**config.mk**
```make
export PLATFORM = sky130hd
export DESIGN_NAME = gpio_port
export DESIGN_NICKNAME = d
export VERILOG_FILES = /design/src/gpio_pkg.sv /design/src/gpio_port.sv
export SDC_FILE = /design/constraint.sdc
export NUM_CORES = 1
export LEC_CHECK = 0
export BUFFER_PORTS_ARGS = -buffer_cell sky130_fd_sc_hd__buf_2
export CORE_MARGIN = 8
export CORE_UTILIZATION = 40
export CTS_CLUSTER_DIAMETER = 80
export DETAILED_ROUTE_END_ITERATION = 8
export PLACE_DENSITY = 0.72
export REMOVE_ABC_BUFFERS = 1
export SKIP_CTS_REPAIR_TIMING = 1
export SLEW_MARGIN = 5
export SYNTH_ARGS = -nofsm -noshare
export SYNTH_HDL_FRONTEND = slang
export SYNTH_SLANG_ARGS = --single-unit
```
**constraint.sdc**
```tcl
create_clock -name clk -period 4.72 [get_ports clk]
set_clock_uncertainty 0.2 [all_clocks]
set_input_delay 0.944 -clock clk [delete_from_list [all_inputs] [get_ports clk]]
set_output_delay 0.944 -clock clk [all_outputs]
set_load 0.1 [all_outputs]
```
**src/gpio_pkg.sv**
```systemverilog
// Functional notes
// - Per port: drive, direction (rw), sampled input (ro).
// - Global pull-up off disables every pull-up.
// - Direction one means output, zero input.
// - Input with drive bit one enables pull-up.
// - Reset tri-states pins without a clock.
// - Output drives the drive bit level.
// - Input high impedance unless pull-up enabled.
// - Sampled bit shows synchronised pin, zero while clamped.
// - Clock-high latch, then register on rise.
// - Written level readable one period later.
// - Enabled external interrupt pin escapes clamp.
// - Wake sets flag for high edge pin.
// - Alternate function leaves other pins usable.
// - Bit set/clear touches only target bit.
// - Pull-up off at bit 2 of shared register.
package gpio_pkg;

   // ----------------------------------------------------------------------
   // Register map
   // ----------------------------------------------------------------------
   localparam logic [3:0] GPIO_OFS_DRIVE   = 4'h0;
   localparam logic [3:0] GPIO_OFS_DIR     = 4'h4;
   localparam logic [3:0] GPIO_OFS_SAMPLED = 4'h8;
   localparam logic [3:0] GPIO_OFS_SHARED  = 4'hC;
   localparam logic [3:0] GPIO_OFS_BITSET  = 4'h0;
   localparam int         GPIO_PULLUP_OFF_POS = 2;
   localparam logic [7:0] GPIO_RESET_VAL   = 8'h00;
   localparam logic [1:0] GPIO_RESP_OKAY   = 2'h0;
   localparam logic [1:0] GPIO_RESP_SLVERR = 2'h2;
   localparam int         GPIO_PINS        = 8;

   typedef struct packed {
      logic [7:0] pin_o;
      logic [7:0] pin_oe;
      logic [7:0] pullup_en;
   } gpio_pad_t;

endpackage

```
**src/gpio_port.sv**
```systemverilog
// Chosen here: the register offsets and the AXI4-Lite register port.
`timescale 1ns/1ps
module gpio_port
   import gpio_pkg::*;
#(
   parameter int PINS = GPIO_PINS
) (
   input  wire logic              clk,
   input  wire logic              reset,
   input  wire logic [3:0]        s_axi_awaddr,
   input  wire logic              s_axi_awvalid,
   output logic                   s_axi_awready,
   input  wire logic [31:0]       s_axi_wdata,
   input  wire logic [3:0]        s_axi_wstrb,
   input  wire logic              s_axi_wvalid,
   output logic                   s_axi_wready,
   output logic [1:0]             s_axi_bresp,
   output logic                   s_axi_bvalid,
   input  wire logic              s_axi_bready,
   input  wire logic [3:0]        s_axi_araddr,
   input  wire logic              s_axi_arvalid,
   output logic                   s_axi_arready,
   output logic [31:0]            s_axi_rdata,
   output logic [1:0]             s_axi_rresp,
   output logic                   s_axi_rvalid,
   input  wire logic              s_axi_rready,
   input  wire logic [PINS-1:0]   pin_i,
   output logic      [PINS-1:0]   pin_o,
   output logic      [PINS-1:0]   pin_oe,
   output logic      [PINS-1:0]   pin_pullup_en,
   input  wire logic              sleep_clamp,
   input  wire logic [PINS-1:0]   ext_irq_enable,
   input  wire logic [PINS-1:0]   ext_irq_edge_mode,
   output logic      [PINS-1:0]   wake_irq_flag_set
);

   // ----------------------------------------------------------------------
   // Parameter check
   // ----------------------------------------------------------------------
   if (PINS != GPIO_PINS) begin : g_bad_pins
      $error("gpio_port supports exactly eight pins");
   end

   // ----------------------------------------------------------------------
   // Registers
   // ----------------------------------------------------------------------
   logic [PINS-1:0] drive_register_r;
   logic [PINS-1:0] direction_register_r;
   logic [PINS-1:0] sampled_input_register_r;
   logic [PINS-1:0] sync_latch_r;
   logic [7:0]      shared_function_register_r;
   logic [PINS-1:0] pin_in_meta_r;
   logic            clamp_meta_r;
   logic            clamp_r;
   logic            clamp_d_r;
   logic            global_pullup_off;
   logic [PINS-1:0] pad_view;
   logic [PINS-1:0] schmitt_in;
   gpio_pad_t       pad_nxt;

   assign global_pullup_off = shared_function_register_r[GPIO_PULLUP_OFF_POS];

   // ----------------------------------------------------------------------
   // AXI4-Lite write channel
   // ----------------------------------------------------------------------
   logic       aw_held_r;
   logic       w_held_r;
   logic [3:0] aw_addr_r;
   logic [7:0] w_data_r;
   logic       w_lane0_r;
   logic       do_write;

   assign do_write = aw_held_r && w_held_r && !s_axi_bvalid;

   always_ff @(posedge clk or posedge reset) begin
      if (reset) begin
         aw_held_r     <= 1'b0;
         s_axi_awready <= 1'b0;
         aw_addr_r     <= 4'h0;
      end else if (s_axi_awvalid && s_axi_awready) begin
         aw_held_r     <= 1'b1;
         s_axi_awready <= 1'b0;
         aw_addr_r     <= s_axi_awaddr;
      end else if (do_write) begin
         aw_held_r     <= 1'b0;
      end else begin
         s_axi_awready <= !aw_held_r && !s_axi_bvalid;
      end
   end

   always_ff @(posedge clk or posedge reset) begin
      if (reset) begin
         w_held_r     <= 1'b0;
         s_axi_wready <= 1'b0;
         w_data_r     <= 8'h00;
         w_lane0_r    <= 1'b0;
      end else if (s_axi_wvalid && s_axi_wready) begin
         w_held_r     <= 1'b1;
         s_axi_wready <= 1'b0;
         w_data_r     <= s_axi_wdata[7:0];
         w_lane0_r    <= s_axi_wstrb[0];
      end else if (do_write) begin
         w_held_r     <= 1'b0;
      end else begin
         s_axi_wready <= !w_held_r && !s_axi_bvalid;
      end
   end

   always_ff @(posedge clk or posedge reset) begin
      if (reset) begin
         s_axi_bvalid <= 1'b0;
         s_axi_bresp  <= GPIO_RESP_OKAY;
      end else if (do_write) begin
         s_axi_bvalid <= 1'b1;
         if (aw_addr_r == GPIO_OFS_SAMPLED) begin
            s_axi_bresp <= GPIO_RESP_SLVERR;
         end else if (aw_addr_r == GPIO_OFS_DRIVE || aw_addr_r == GPIO_OFS_DIR ||
                      aw_addr_r == GPIO_OFS_SHARED) begin
            s_axi_bresp <= GPIO_RESP_OKAY;
         end else begin
            s_axi_bresp <= GPIO_RESP_SLVERR;
         end
      end else if (s_axi_bready) begin
         s_axi_bvalid <= 1'b0;
      end
   end

   // Full-byte writes only; single-bit set/clear is a read-modify-write by
   // software, and storage is per bit so other pins never change.
   always_ff @(posedge clk or posedge reset) begin
      if (reset) begin
         drive_register_r           <= GPIO_RESET_VAL;
         direction_register_r       <= GPIO_RESET_VAL;
         shared_function_register_r <= GPIO_RESET_VAL;
      end else if (do_write && w_lane0_r) begin
         if (aw_addr_r == GPIO_OFS_DRIVE) begin
            drive_register_r <= w_data_r;
         end else if (aw_addr_r == GPIO_OFS_DIR) begin
            direction_register_r <= w_data_r;
         end else if (aw_addr_r == GPIO_OFS_SHARED) begin
            shared_function_register_r <= w_data_r;
         end
      end
   end

   // ----------------------------------------------------------------------
   // AXI4-Lite read channel
   // ----------------------------------------------------------------------
   always_ff @(posedge clk or posedge reset) begin
      if (reset) begin
         s_axi_arready <= 1'b0;
         s_axi_rvalid  <= 1'b0;
         s_axi_rdata   <= 32'h0000_0000;
         s_axi_rresp   <= GPIO_RESP_OKAY;
      end else if (s_axi_arvalid && s_axi_arready) begin
         s_axi_arready <= 1'b0;
         s_axi_rvalid  <= 1'b1;
         s_axi_rresp   <= GPIO_RESP_OKAY;
         if (s_axi_araddr == GPIO_OFS_DRIVE) begin
            s_axi_rdata <= {24'h000000, drive_register_r};
         end else if (s_axi_araddr == GPIO_OFS_DIR) begin
            s_axi_rdata <= {24'h000000, direction_register_r};
         end else if (s_axi_araddr == GPIO_OFS_SAMPLED) begin
            s_axi_rdata <= {24'h000000, sampled_input_register_r};
         end else if (s_axi_araddr == GPIO_OFS_SHARED) begin
            s_axi_rdata <= {24'h000000, shared_function_register_r};
         end else begin
            s_axi_rdata <= 32'h0000_0000;
            s_axi_rresp <= GPIO_RESP_SLVERR;
         end
      end else if (s_axi_rvalid) begin
         if (s_axi_rready) begin
            s_axi_rvalid <= 1'b0;
         end
      end else begin
         s_axi_arready <= 1'b1;
      end
   end

   // ----------------------------------------------------------------------
   // Pad control, one generate per pin
   // ----------------------------------------------------------------------
   genvar n;
   for (n = 0; n < PINS; n++) begin : g_pin
      always_comb begin
         pad_nxt.pin_oe[n]    = direction_register_r[n];
         pad_nxt.pin_o[n]     = direction_register_r[n] & drive_register_r[n];
         pad_nxt.pullup_en[n] = !direction_register_r[n] && drive_register_r[n] &&
                                !global_pullup_off;
      end
      // The pad sees our own drive directly, so read-back of a written level
      // arrives with only the synchroniser delay.
      assign pad_view[n]   = direction_register_r[n] ? drive_register_r[n] : pin_in_meta_r[n];
      assign schmitt_in[n] = pad_view[n] & !(clamp_r & !ext_irq_enable[n]);
   end

   // Pad outputs are registered copies; reset clears them asynchronously.
   // Each pin is driven only from its own bits, so other functions on
   // neighbouring pins never disturb it.
   always_ff @(posedge clk or posedge reset) begin
      if (reset) begin
         pin_o         <= GPIO_RESET_VAL;
         pin_oe        <= GPIO_RESET_VAL;
         pin_pullup_en <= GPIO_RESET_VAL;
      end else begin
         pin_o         <= pad_nxt.pin_o;
         pin_oe        <= pad_nxt.pin_oe;
         pin_pullup_en <= pad_nxt.pullup_en;
      end
   end

   // ----------------------------------------------------------------------
   // Input synchroniser
   // ----------------------------------------------------------------------
   // A clock-high latch is modelled as a falling-edge capture: same value
   // presented to the rising-edge register, without a real latch cell.
   always_ff @(posedge clk or posedge reset) begin
      if (reset) begin
         pin_in_meta_r <= GPIO_RESET_VAL;
         clamp_meta_r  <= 1'b0;
         clamp_r       <= 1'b0;
         clamp_d_r     <= 1'b0;
      end else begin
         pin_in_meta_r <= pin_i;
         clamp_meta_r  <= sleep_clamp;
         clamp_r       <= clamp_meta_r;
         clamp_d_r     <= clamp_r;
      end
   end

   always_ff @(negedge clk or posedge reset) begin
      if (reset) begin
         sync_latch_r <= GPIO_RESET_VAL;
      end else begin
         sync_latch_r <= schmitt_in;
      end
   end

   always_ff @(posedge clk or posedge reset) begin
      if (reset) begin
         sampled_input_register_r <= GPIO_RESET_VAL;
      end else begin
         sampled_input_register_r <= sync_latch_r;
      end
   end

   // ----------------------------------------------------------------------
   // Wake-up edge
   // ----------------------------------------------------------------------
   // Releasing the clamp looks like a rising edge on a high pin.
   always_ff @(posedge clk or posedge reset) begin
      if (reset) begin
         wake_irq_flag_set <= GPIO_RESET_VAL;
      end else if (clamp_d_r && !clamp_r) begin
         wake_irq_flag_set <= pad_view & ext_irq_edge_mode & ~ext_irq_enable;
      end else begin
         wake_irq_flag_set <= GPIO_RESET_VAL;
      end
   end

endmodule

```
==> results of run 1 <==
==> layer usage <==
layer  wire length [µm]  GRT usage (%)  up-vias  share of wire [%]
li1                   -              -     1305                  -
met1               4330           17.4     1415                 42
met2               5030           23.8      114                 48
met3                848           5.83       20                8.2
met4                183           7.65        0                1.8
met5                  0              0        -                  0
==> critical path, cell delays in order (launching register included) <==
cell and delay (ns):
dfrtp_1 0.44, and2_1 0.20, a21oi_1 0.23, a21oi_1 0.07
==> how the worst max path moves through the flow <==
stage | from | endpoint | slack [ns]
4_1_cts | direction_register_r[2]$_DFFE_PP0P_ | sync_latch_r[2]$_DFF_NP0_ | 0.97
3_5_place_dp | ext_irq_enable[3] | sync_latch_r[3]$_DFF_NP0_ | 0.81
3_3_place_gp | ext_irq_enable[3] | sync_latch_r[3]$_DFF_NP0_ | 0.80
6_report | direction_register_r[2]$_DFFE_PP0P_ | sync_latch_r[2]$_DFF_NP0_ | 0.97
2_1_floorplan | reset | sync_latch_r[0]$_DFF_NP0_ | -1.64
5_1_grt | direction_register_r[2]$_DFFE_PP0P_ | sync_latch_r[2]$_DFF_NP0_ | 0.89
==> state kept, by name, indices dropped and copies added (netlist names), 4 cells and up <==
name                        flops
pin_pullup_en                   8
pin_oe                          8
pin_in_meta_r                   8
sampled_input_register_r        8
sync_latch_r                    8
w_data_r                        8
direction_register_r            8
shared_function_register_r      8
wake_irq_flag_set               8
drive_register_r                8
pin_o                           8
aw_addr_r                       4
s_axi_rdata                     8
==> cell families after synthesis <==
kind of cell | after synthesis | synth area share [%]
flip-flops | 113 | 64.6
other | 1 | 0.0857
AO/OA/AOI/OAI | 55 | 7.57
multiplexers | 39 | 10.1
buffers and inverters | 56 | 7.17
AND/OR/NAND/NOR | 64 | 10.5
==> final cells by class <==
| cell class | count | area (µm²) |
|---|---|---|
| Fill cell | 929 | 5140 |
| Sequential cell | 113 | 2830 |
| Multi-Input combinational cell | 184 | 1330 |
| Timing Repair Buffer | 100 | 513 |
| Clock buffer | 17 | 414 |
| Clock inverter | 15 | 263 |
| Tap cell | 140 | 175 |
| Inverter | 21 | 81.3 |
==> power groups by stage <==
stage | clock network, µW | registers, µW | logic [µW]
after detailed placement | 0 | 1500 | 1530
after global placement | 0 | 1490 | 1500
final | 1460 | 1490 | 1520
after global routing | 1530 | 1540 | 1590
after floorplan | 0 | 2280 | 445
after CTS | 1480 | 1490 | 1530
==> metrics by stage <==
step | setup WS, ns | util, % | area (µm²) | total power [µW]
after detailed placement | 0.808 | 45.9 | 4930 | 3030
after global placement | 0.796 | 45.9 | 4930 | 2990
after CTS | 0.975 | 52.2 | 5600 | 4510
after global routing | 0.891 | 52.2 | 5600 | 4650
final | 0.970 | 52.2 | 5600 | 4460
after floorplan | -1.64 | - | 4240 | 2720
==> synthesized netlist by cell type, drive strengths merged <==
cell	number
nand2b	3
conb	1
o2111ai	6
nand3b	7
nor2	10
a221oi	2
a2111oi	1
o21ai	9
mux2	39
a21o	6
inv	21
buf	29
nor3	1
nor3b	10
nand4	1
or4	1
nand4b	1
nor4b	8
nor2b	1
dfrtn	8
o21a	1
nand2	9
and2	9
a22oi	2
nand3	1
and3b	1
nor4	1
dfrtp	105
a21oi	28
clkbuf	6
==> results.txt, run 1 <==
Routed WL = 10400 µm
CORE AREA = 10700 µm²
final hold violations = 0
Seq/Total Area, Yosys = 64.6%
die span in y = 121 µm
worst hold path type = reg -> reg
Worst R2R Start = direction_register_r[2]$_DFFE_PP0P_
largest net degree at the start of global routing = 41
Ys Warns = 0
Hold Slack = 0.148 ns
CTS Buf Count = 17
Sink Count = 113
hold depth = 0
IO Pins = 149
critical path required time = 2.43 ns
top cells by area, synth = dfrtp_1, mux2_2, buf_4
status = finished, final reports clean
antenna violations before repair = 0
fin. max-slew vios = 0
Flop pwr share = 33.4%
IR Drop Worst-Case VDD = 533 µV
Post-route DRC = 0
DR iter-0 viols = 122
Routed Antenna Nets = 0
RSZ-0062 raised after global routing = no
CP Capture Type = register
commonest non-fill, non-tap cells in the layout = dfrtp_1, buf_2, mux2_2
Worst-Margin Slew = 0.854 ns
R2R depth = 3
Rel. slew slack = 42.6%
setup violators final = 0
Max Cap Violations = 0
Hold EP = clamp_r$_DFF_PP0_
switching power = 1870 µW
number of global-route vias before repair = 3101
Tot GR Track Use = 15.0%
first-pass GRT wire length = 16300 µm
area fraction of the dominant cell type after synthesis = 60.0%
port bufs = 95
ANT cells = 0
Total Nets Final = 513
Critical Path Source Type = register
most common cell after layout, fill and taps aside = dfrtp_1
DR vias/cell = 4.84
wire per inst = 17.6 µm
Yosys reg bits = 113
GR Overflow Total = 0
CTS max path bufs = 2
Int Pwr = 2600 µW
layout cells sized above 1 = 39.3%
row cnt = 38
leakage power = 0.00287 µW
RR Endpoint = sync_latch_r[2]$_DFF_NP0_
Clk pin slew, worst setup/hold paths = 0.06 ns
worst-path fanout max = 6
post-synthesis cell area = 4380 µm²
P&R area growth vs syn = 28.0%
clk_lat worst skew = 0.52 ns
H-tree levels = 4
hpwl dp = 7110 µm
DP Cell Count = 558
Sw Share = 41.9%
WP data arrival = 1.46 ns
initial core utilization = 40.7%
Synth cell types = 33
Mapped Avg Cell Area = 13.3 µm²
TritonCTS clock tree = built
area leader, netlist = dfrtp_1
cell area power density = 797 nW/µm²
Setup Total Neg Slack = 0 ns
CTS Root Cell = clkbuf_8
chip width = 121 µm
Routability Congestion = 0.744
flop2flop setup slack = 0.97 ns
critical path type = reg -> reg
die area = 14500 µm²
Logic pwr share = 34.0%
Hold Path Origin = clamp_meta_r$_DFF_PP0_
clock power share = 32.6%
via count = 2854
synthesized instance count = 328
drt first pass iters = 4
fin cells = 590
Power figures use the tool's default switching activity.
==> run 2, diff against run 1 <==
--- a/config.mk
+++ b/config.mk
@@ -10,7 +10,7 @@
 export CORE_UTILIZATION = 40
 export CTS_CLUSTER_DIAMETER = 80
 export DETAILED_ROUTE_END_ITERATION = 8
-export PLACE_DENSITY = 0.72
+export PLACE_DENSITY = 0.74
 export REMOVE_ABC_BUFFERS = 1
 export SKIP_CTS_REPAIR_TIMING = 1
 export SLEW_MARGIN = 5
==> constraint.sdc (replaced) <==
create_clock -name clk -period 3.42 [get_ports clk]
set_clock_uncertainty 0.2 [all_clocks]
set_input_delay 0.684 -clock clk [delete_from_list [all_inputs] [get_ports clk]]
set_output_delay 0.684 -clock clk [all_outputs]
set_load 0.1 [all_outputs]
==> run 2 against run 1 <==
  * The run now ends with hold timing left
  * Final area is 1.0% lower
  * Largest cell class unchanged
  * Critical path type unchanged
  * Via count is 0.18% lower
  * Non-clock buffer count is 1 higher
  * Global-route usage hardly changed
  * Register-to-register slack worse by 0.61 ns
==> results.txt, run 2 (same netlist as run 1, synthesis figures left out) <==
port bufs = 95 (unchanged)
CTS Root Cell = clkbuf_8
Reg area = 2830 µm² (unchanged)
Tot GR Track Use = 15.0% (about the same)
initial core utilization = 40.7% (unchanged)
hpwl dp = 7110 µm (about the same)
WP data arrival = 1.40 ns (-0.06 ns)
wire per inst = 17.5 µm (-0.77%)
chip width = 121 µm (unchanged)
row cnt = 38 (unchanged)
global routing usage on met1 = 17.6% (+0.28 points)
Int Pwr = 3400 µW (+31%)
CORE AREA = 10700 µm² (unchanged)
DR vias/cell = 4.82 (-0.34%)
IO Pins = 149 (unchanged)
multi-input logic area = 1330 µm² (unchanged)
setup violators final = 0 (unchanged)
Hold Slack = -0.0116 ns (-0.159 ns)
RSZ-0062 raised after global routing = no
most common cell after layout, fill and taps aside = dfrtp_1
H-tree levels = 4 (unchanged)
CTS max path bufs = 2 (unchanged)
Max Cap Violations = 0 (unchanged)
clk_lat worst skew = 0.51 ns (about the same)
fin. max-slew vios = 0 (unchanged)
cell area power density = 1070 nW/µm² (+35%)
Routability Congestion = 0.742 (-0.24%)
number of global-route vias before repair = 3104 (+0.097%)
CTS Buf Count = 17 (unchanged)
die span in y = 121 µm (unchanged)
largest net degree at the start of global routing = 34 (-17%)
Routed Antenna Nets = 0 (unchanged)
leakage power = 0.00284 µW (-1.1%)
Setup Total Neg Slack = 0 ns (unchanged)
GR Overflow Total = 0 (unchanged)
Critical Path Source Type = register
ANT cells = 0 (unchanged)
DR iter-0 viols = 205 (+68%)
worst hold path type = in -> async
Flop pwr share = 34.6% (+1.2 points)
first-pass GRT wire length = 16500 µm (+1.3%)
Routed WL = 10300 µm (-0.61%)
critical path type = reg -> reg
Sw Share = 42.8% (+0.93 points)
CP Capture Type = register
routing usage on met2 = 23.7% (-0.035 points)
Sink Count = 113 (unchanged)
Rel. slew slack = 44.2% (+1.6 points)
layout cells sized above 1 = 38.8% (-0.53 points)
Worst-Margin Slew = 0.830 ns (-0.0233 ns)
Clk pin slew, worst setup/hold paths = 0.05 ns (about the same)
Tot Pwr = 5940 µW (+33%)
P&R area growth vs syn = 26.7%
fin util = 51.6% (-0.55 points)
Filler cells = 938 (+0.97%)
die area = 14500 µm² (unchanged)
clock power share = 30.1% (-2.5 points)
status = finished with violations
drt first pass iters = 4 (unchanged)
TritonCTS clock tree = built
final hold violations = 14 (+14)
met3 usage in global routing = 5.13% (-0.70 points)
antenna violations before repair = 0 (unchanged)
violated checks = hold timing
Logic pwr share = 35.3% (+1.3 points)
Total Nets Final = 514 (+0.19%)
via count = 2849 (-0.18%)
IR Drop Worst-Case VDD = 518 µV (-2.9%)
Post-route DRC = 0 (unchanged)
commonest non-fill, non-tap cells in the layout = dfrtp_1, buf_2, mux2_2
worst-path fanout max = 6 (unchanged)
GRT Max-Usage Layer = met2
switching power = 2540 µW (+36%)
critical path required time = 1.76 ns (-0.67 ns)
run 2: area by class of cell:
| type | count | share of cell area [%] |
|---|---|---|
| repair buffers | 101 | 9.39 |
| multi-input cells | 184 | 24.0 |
| clock buffers | 22 | 8.17 |
| clock inverters | 10 | 2.84 |
| flip-flops and latches | 113 | 51.0 |
| well taps | 140 | 3.16 |
| inverters | 21 | 1.47 |
run 2: worst max-delay path, stage by stage, from the launching register on:
cell and delay (ns):
dfrtp_1 0.44, and2_1 0.20, a21oi_1 0.19, a21oi_1 0.07
run 2: final timing paths:
path	cells past startpoint	slack [ns]	end	from
max in group asynchronous	2	1.01	sync_latch_r[4]$_DFF_NP0_	reset
worst min register to register	0	0.15	clamp_r$_DFF_PP0_	clamp_meta_r$_DFF_PP0_
worst max-delay path	3	0.36	sync_latch_r[2]$_DFF_NP0_	direction_register_r[2]$_DFFE_PP0P_
worst min-delay path	2	-0.01	sampled_input_register_r[6]$_DFF_PP0_	reset
worst max register to register	3	0.36	sync_latch_r[2]$_DFF_NP0_	direction_register_r[2]$_DFFE_PP0P_
min in group clk	1	0.08	pin_in_meta_r[5]$_DFF_PP0_	pin_i[5]
run 2: through the flow:
step	area, µm²	setup WS, ns	instances
5_1_grt	5550	0.269	591
6_report	5550	0.364	591
2_1_floorplan	4240	-2.03	318
3_5_place_dp	4930	0.402	559
3_3_place_gp	4930	0.409	559
4_1_cts	5550	0.346	591
run 2: metal layers:
metal / up-vias / share of wire (%)
met5: - / 0
met4: 0 / 2.7
met3: 27 / 8.3
met2: 121 / 48
met1: 1392 / 41
li1: 1309 / -
run 2: power groups by stage:
stage	combinational (µW)	sequential [µW]	clock, µW
CTS	2120	2060	1830
finish	2100	2060	1790
detailed placement	2110	2070	0
global placement	2080	2050	0
floorplan	614	3140	0
global route	2190	2110	1900
==> run 3, diff against run 2 <==
--- a/config.mk
+++ b/config.mk
@@ -7,10 +7,10 @@
 export LEC_CHECK = 0
 export BUFFER_PORTS_ARGS = -buffer_cell sky130_fd_sc_hd__buf_2
 export CORE_MARGIN = 8
-export CORE_UTILIZATION = 40
+export CORE_UTILIZATION = 45
 export CTS_CLUSTER_DIAMETER = 80
 export DETAILED_ROUTE_END_ITERATION = 8
-export PLACE_DENSITY = 0.74
+export PLACE_DENSITY = 0.82
 export REMOVE_ABC_BUFFERS = 1
 export SKIP_CTS_REPAIR_TIMING = 1
 export SLEW_MARGIN = 5
==> run 3 against run 2 <==
  * Die area shrank 9.7%
  * Via count up 0.49%
  * Global-route usage up 1.1 points
  * Critical endpoint is now sync_latch_r[3]$_DFF_NP0_
  * Largest power group unchanged
  * Combinational power about the same
  * Routed wire length fell by 1.8%
  * Clock power shrank 9%
  * The run now ends clean
  * Non-clock buffer count rose by 2
  * Sequential share of layout area rose by 0.43 points
  * Critical path type unchanged
==> results.txt, run 3 (same netlist as run 1, synthesis figures left out) <==
Worst R2R Start = direction_register_r[3]$_DFFE_PP0P_
drt first pass iters = 6 (+2)
layout cells sized above 1 = 38.6% (-0.17 points)
R2R depth = 3 (unchanged)
chip width = 115 µm (-5.0%)
TritonCTS clock tree = built
critical path type = reg -> reg
CTS Buf Count = 17 (unchanged)
CTS max path bufs = 2 (unchanged)
CORE AREA = 9590 µm² (-11%)
CTS Root Cell = clkbuf_8
Clk pin slew, worst setup/hold paths = 0.06 ns (about the same)
Setup Total Neg Slack = 0 ns (unchanged)
Worst-Margin Slew = 0.951 ns (+0.120 ns)
port bufs = 95 (unchanged)
fin util = 57.3% (+5.7 points)
Max Cap Violations = 0 (unchanged)
Worst Setup EP = sync_latch_r[3]$_DFF_NP0_
via count = 2863 (+0.49%)
Largest stage delay, worst path = 0.43 ns (about the same)
RR Endpoint = sync_latch_r[3]$_DFF_NP0_
CP Capture Type = register
status = finished, final reports clean
critical path required time = 1.76 ns (about the same)
Crit path depth = 3 (unchanged)
die span in y = 115 µm (-5.0%)
P&R area growth vs syn = 25.6%
crit path from = direction_register_r[3]$_DFFE_PP0P_
commonest non-fill, non-tap cells in the layout = dfrtp_1, buf_2, mux2_2
Tot GR Track Use = 16.1% (+1.1 points)
IO Pins = 149 (unchanged)
wire per inst = 17.3 µm (-0.94%)
row cnt = 36 (-5.3%)
fin. max-slew vios = 0 (unchanged)
DR iter-0 viols = 196 (-4.4%)
RSZ-0062 raised after global routing = no
Largest delay share family, worst path = flip-flops
Hold Slack = 0.0756 ns (+0.0872 ns)
die area = 13100 µm² (-9.7%)
Most Frequent Cell on Critical Path = a21oi_1
initial core utilization = 45.6% (+4.9 points)
Post-route DRC = 0 (unchanged)
cell area power density = 1050 nW/µm² (-1.8%)
highest-delay cell along the critical path = dfrtp_1
Routed WL = 10100 µm (-1.8%)
Critical Path Source Type = register
Routability Congestion = 0.816 (+10%)
ANT cells = 0 (unchanged)
Routed Antenna Nets = 0 (unchanged)
DR vias/cell = 4.89 (+1.3%)
final hold violations = 0 (-14)
Total Nets Final = 516 (+0.39%)
first-pass GRT wire length = 15500 µm (-5.8%)
worst-path cell chain = and2_1, a21oi_1, a21oi_1
most common cell after layout, fill and taps aside = dfrtp_1
setup violators final = 0 (unchanged)
worst hold path type = in -> reg
Rel. slew slack = 36.1% (-8.1 points)
IR Drop Worst-Case VDD = 472 µV (-8.8%)
worst-path fanout max = 6 (unchanged)
hpwl dp = 6910 µm (-2.8%)
WP buf/inv = 0 (unchanged)
number of global-route vias before repair = 2895 (-6.7%)
clk_lat worst skew = 0.51 ns (about the same)
H-tree levels = 4 (unchanged)
WP data arrival = 1.37 ns (-0.03 ns)
flop2flop setup slack = 0.39 ns (+0.03 ns)
Sink Count = 113 (unchanged)
largest net degree at the start of global routing = 32 (-5.9%)
antenna violations before repair = 0 (unchanged)
leakage power = 0.00281 µW (-0.88%)
GR Overflow Total = 0 (unchanged)
==> run 3: layer usage <==
layer,vias to the layer above,global-route usage [%],share of wire [%]
met5,-,0,0
met4,0,7.19,1.8
met3,17,6.70,9.5
met2,116,26.3,50
met1,1417,18.0,39
li1,1313,-,-
==> run 3: how the worst min path moves through the flow <==
stage,from,to,depth (start not counted)
2_1_floorplan,clamp_meta_r$_DFF_PP0_,clamp_r$_DFF_PP0_,0
3_3_place_gp,clamp_meta_r$_DFF_PP0_,clamp_r$_DFF_PP0_,0
3_5_place_dp,clamp_meta_r$_DFF_PP0_,clamp_r$_DFF_PP0_,0
4_1_cts,reset,wake_irq_flag_set[4]$_DFF_PP0_,2
5_1_grt,pin_i[4],pin_in_meta_r[4]$_DFF_PP0_,1
6_report,pin_i[4],pin_in_meta_r[4]$_DFF_PP0_,1
==> run 3: through the flow <==
step                total power, µW  std cells  cell area [µm²]  worst slack, ns
finish                         5790        586             5500            0.394
global route                   6030        586             5500            0.308
CTS                            5830        585             5490            0.366
detailed placement             4180        553             4930            0.406
global placement               4120        553             4930            0.415
floorplan                      3750        318             4240            -2.03
==> run 3: where the power goes <==
part / switching, µW / internal [µW]
Sequential: 317 / 1740
Clock: 574 / 1050
Combinational: 1660 / 442
Total: 2550 / 3230
==> run 3: cell type report <==
type	count	area, µm²
tap	133	166
inverter	21	81.3
fill	766	4100
timing repair buffer	103	538
clock inverter	10	113
sequential	113	2830
clock buffer	22	443
multi-input combinational	184	1330
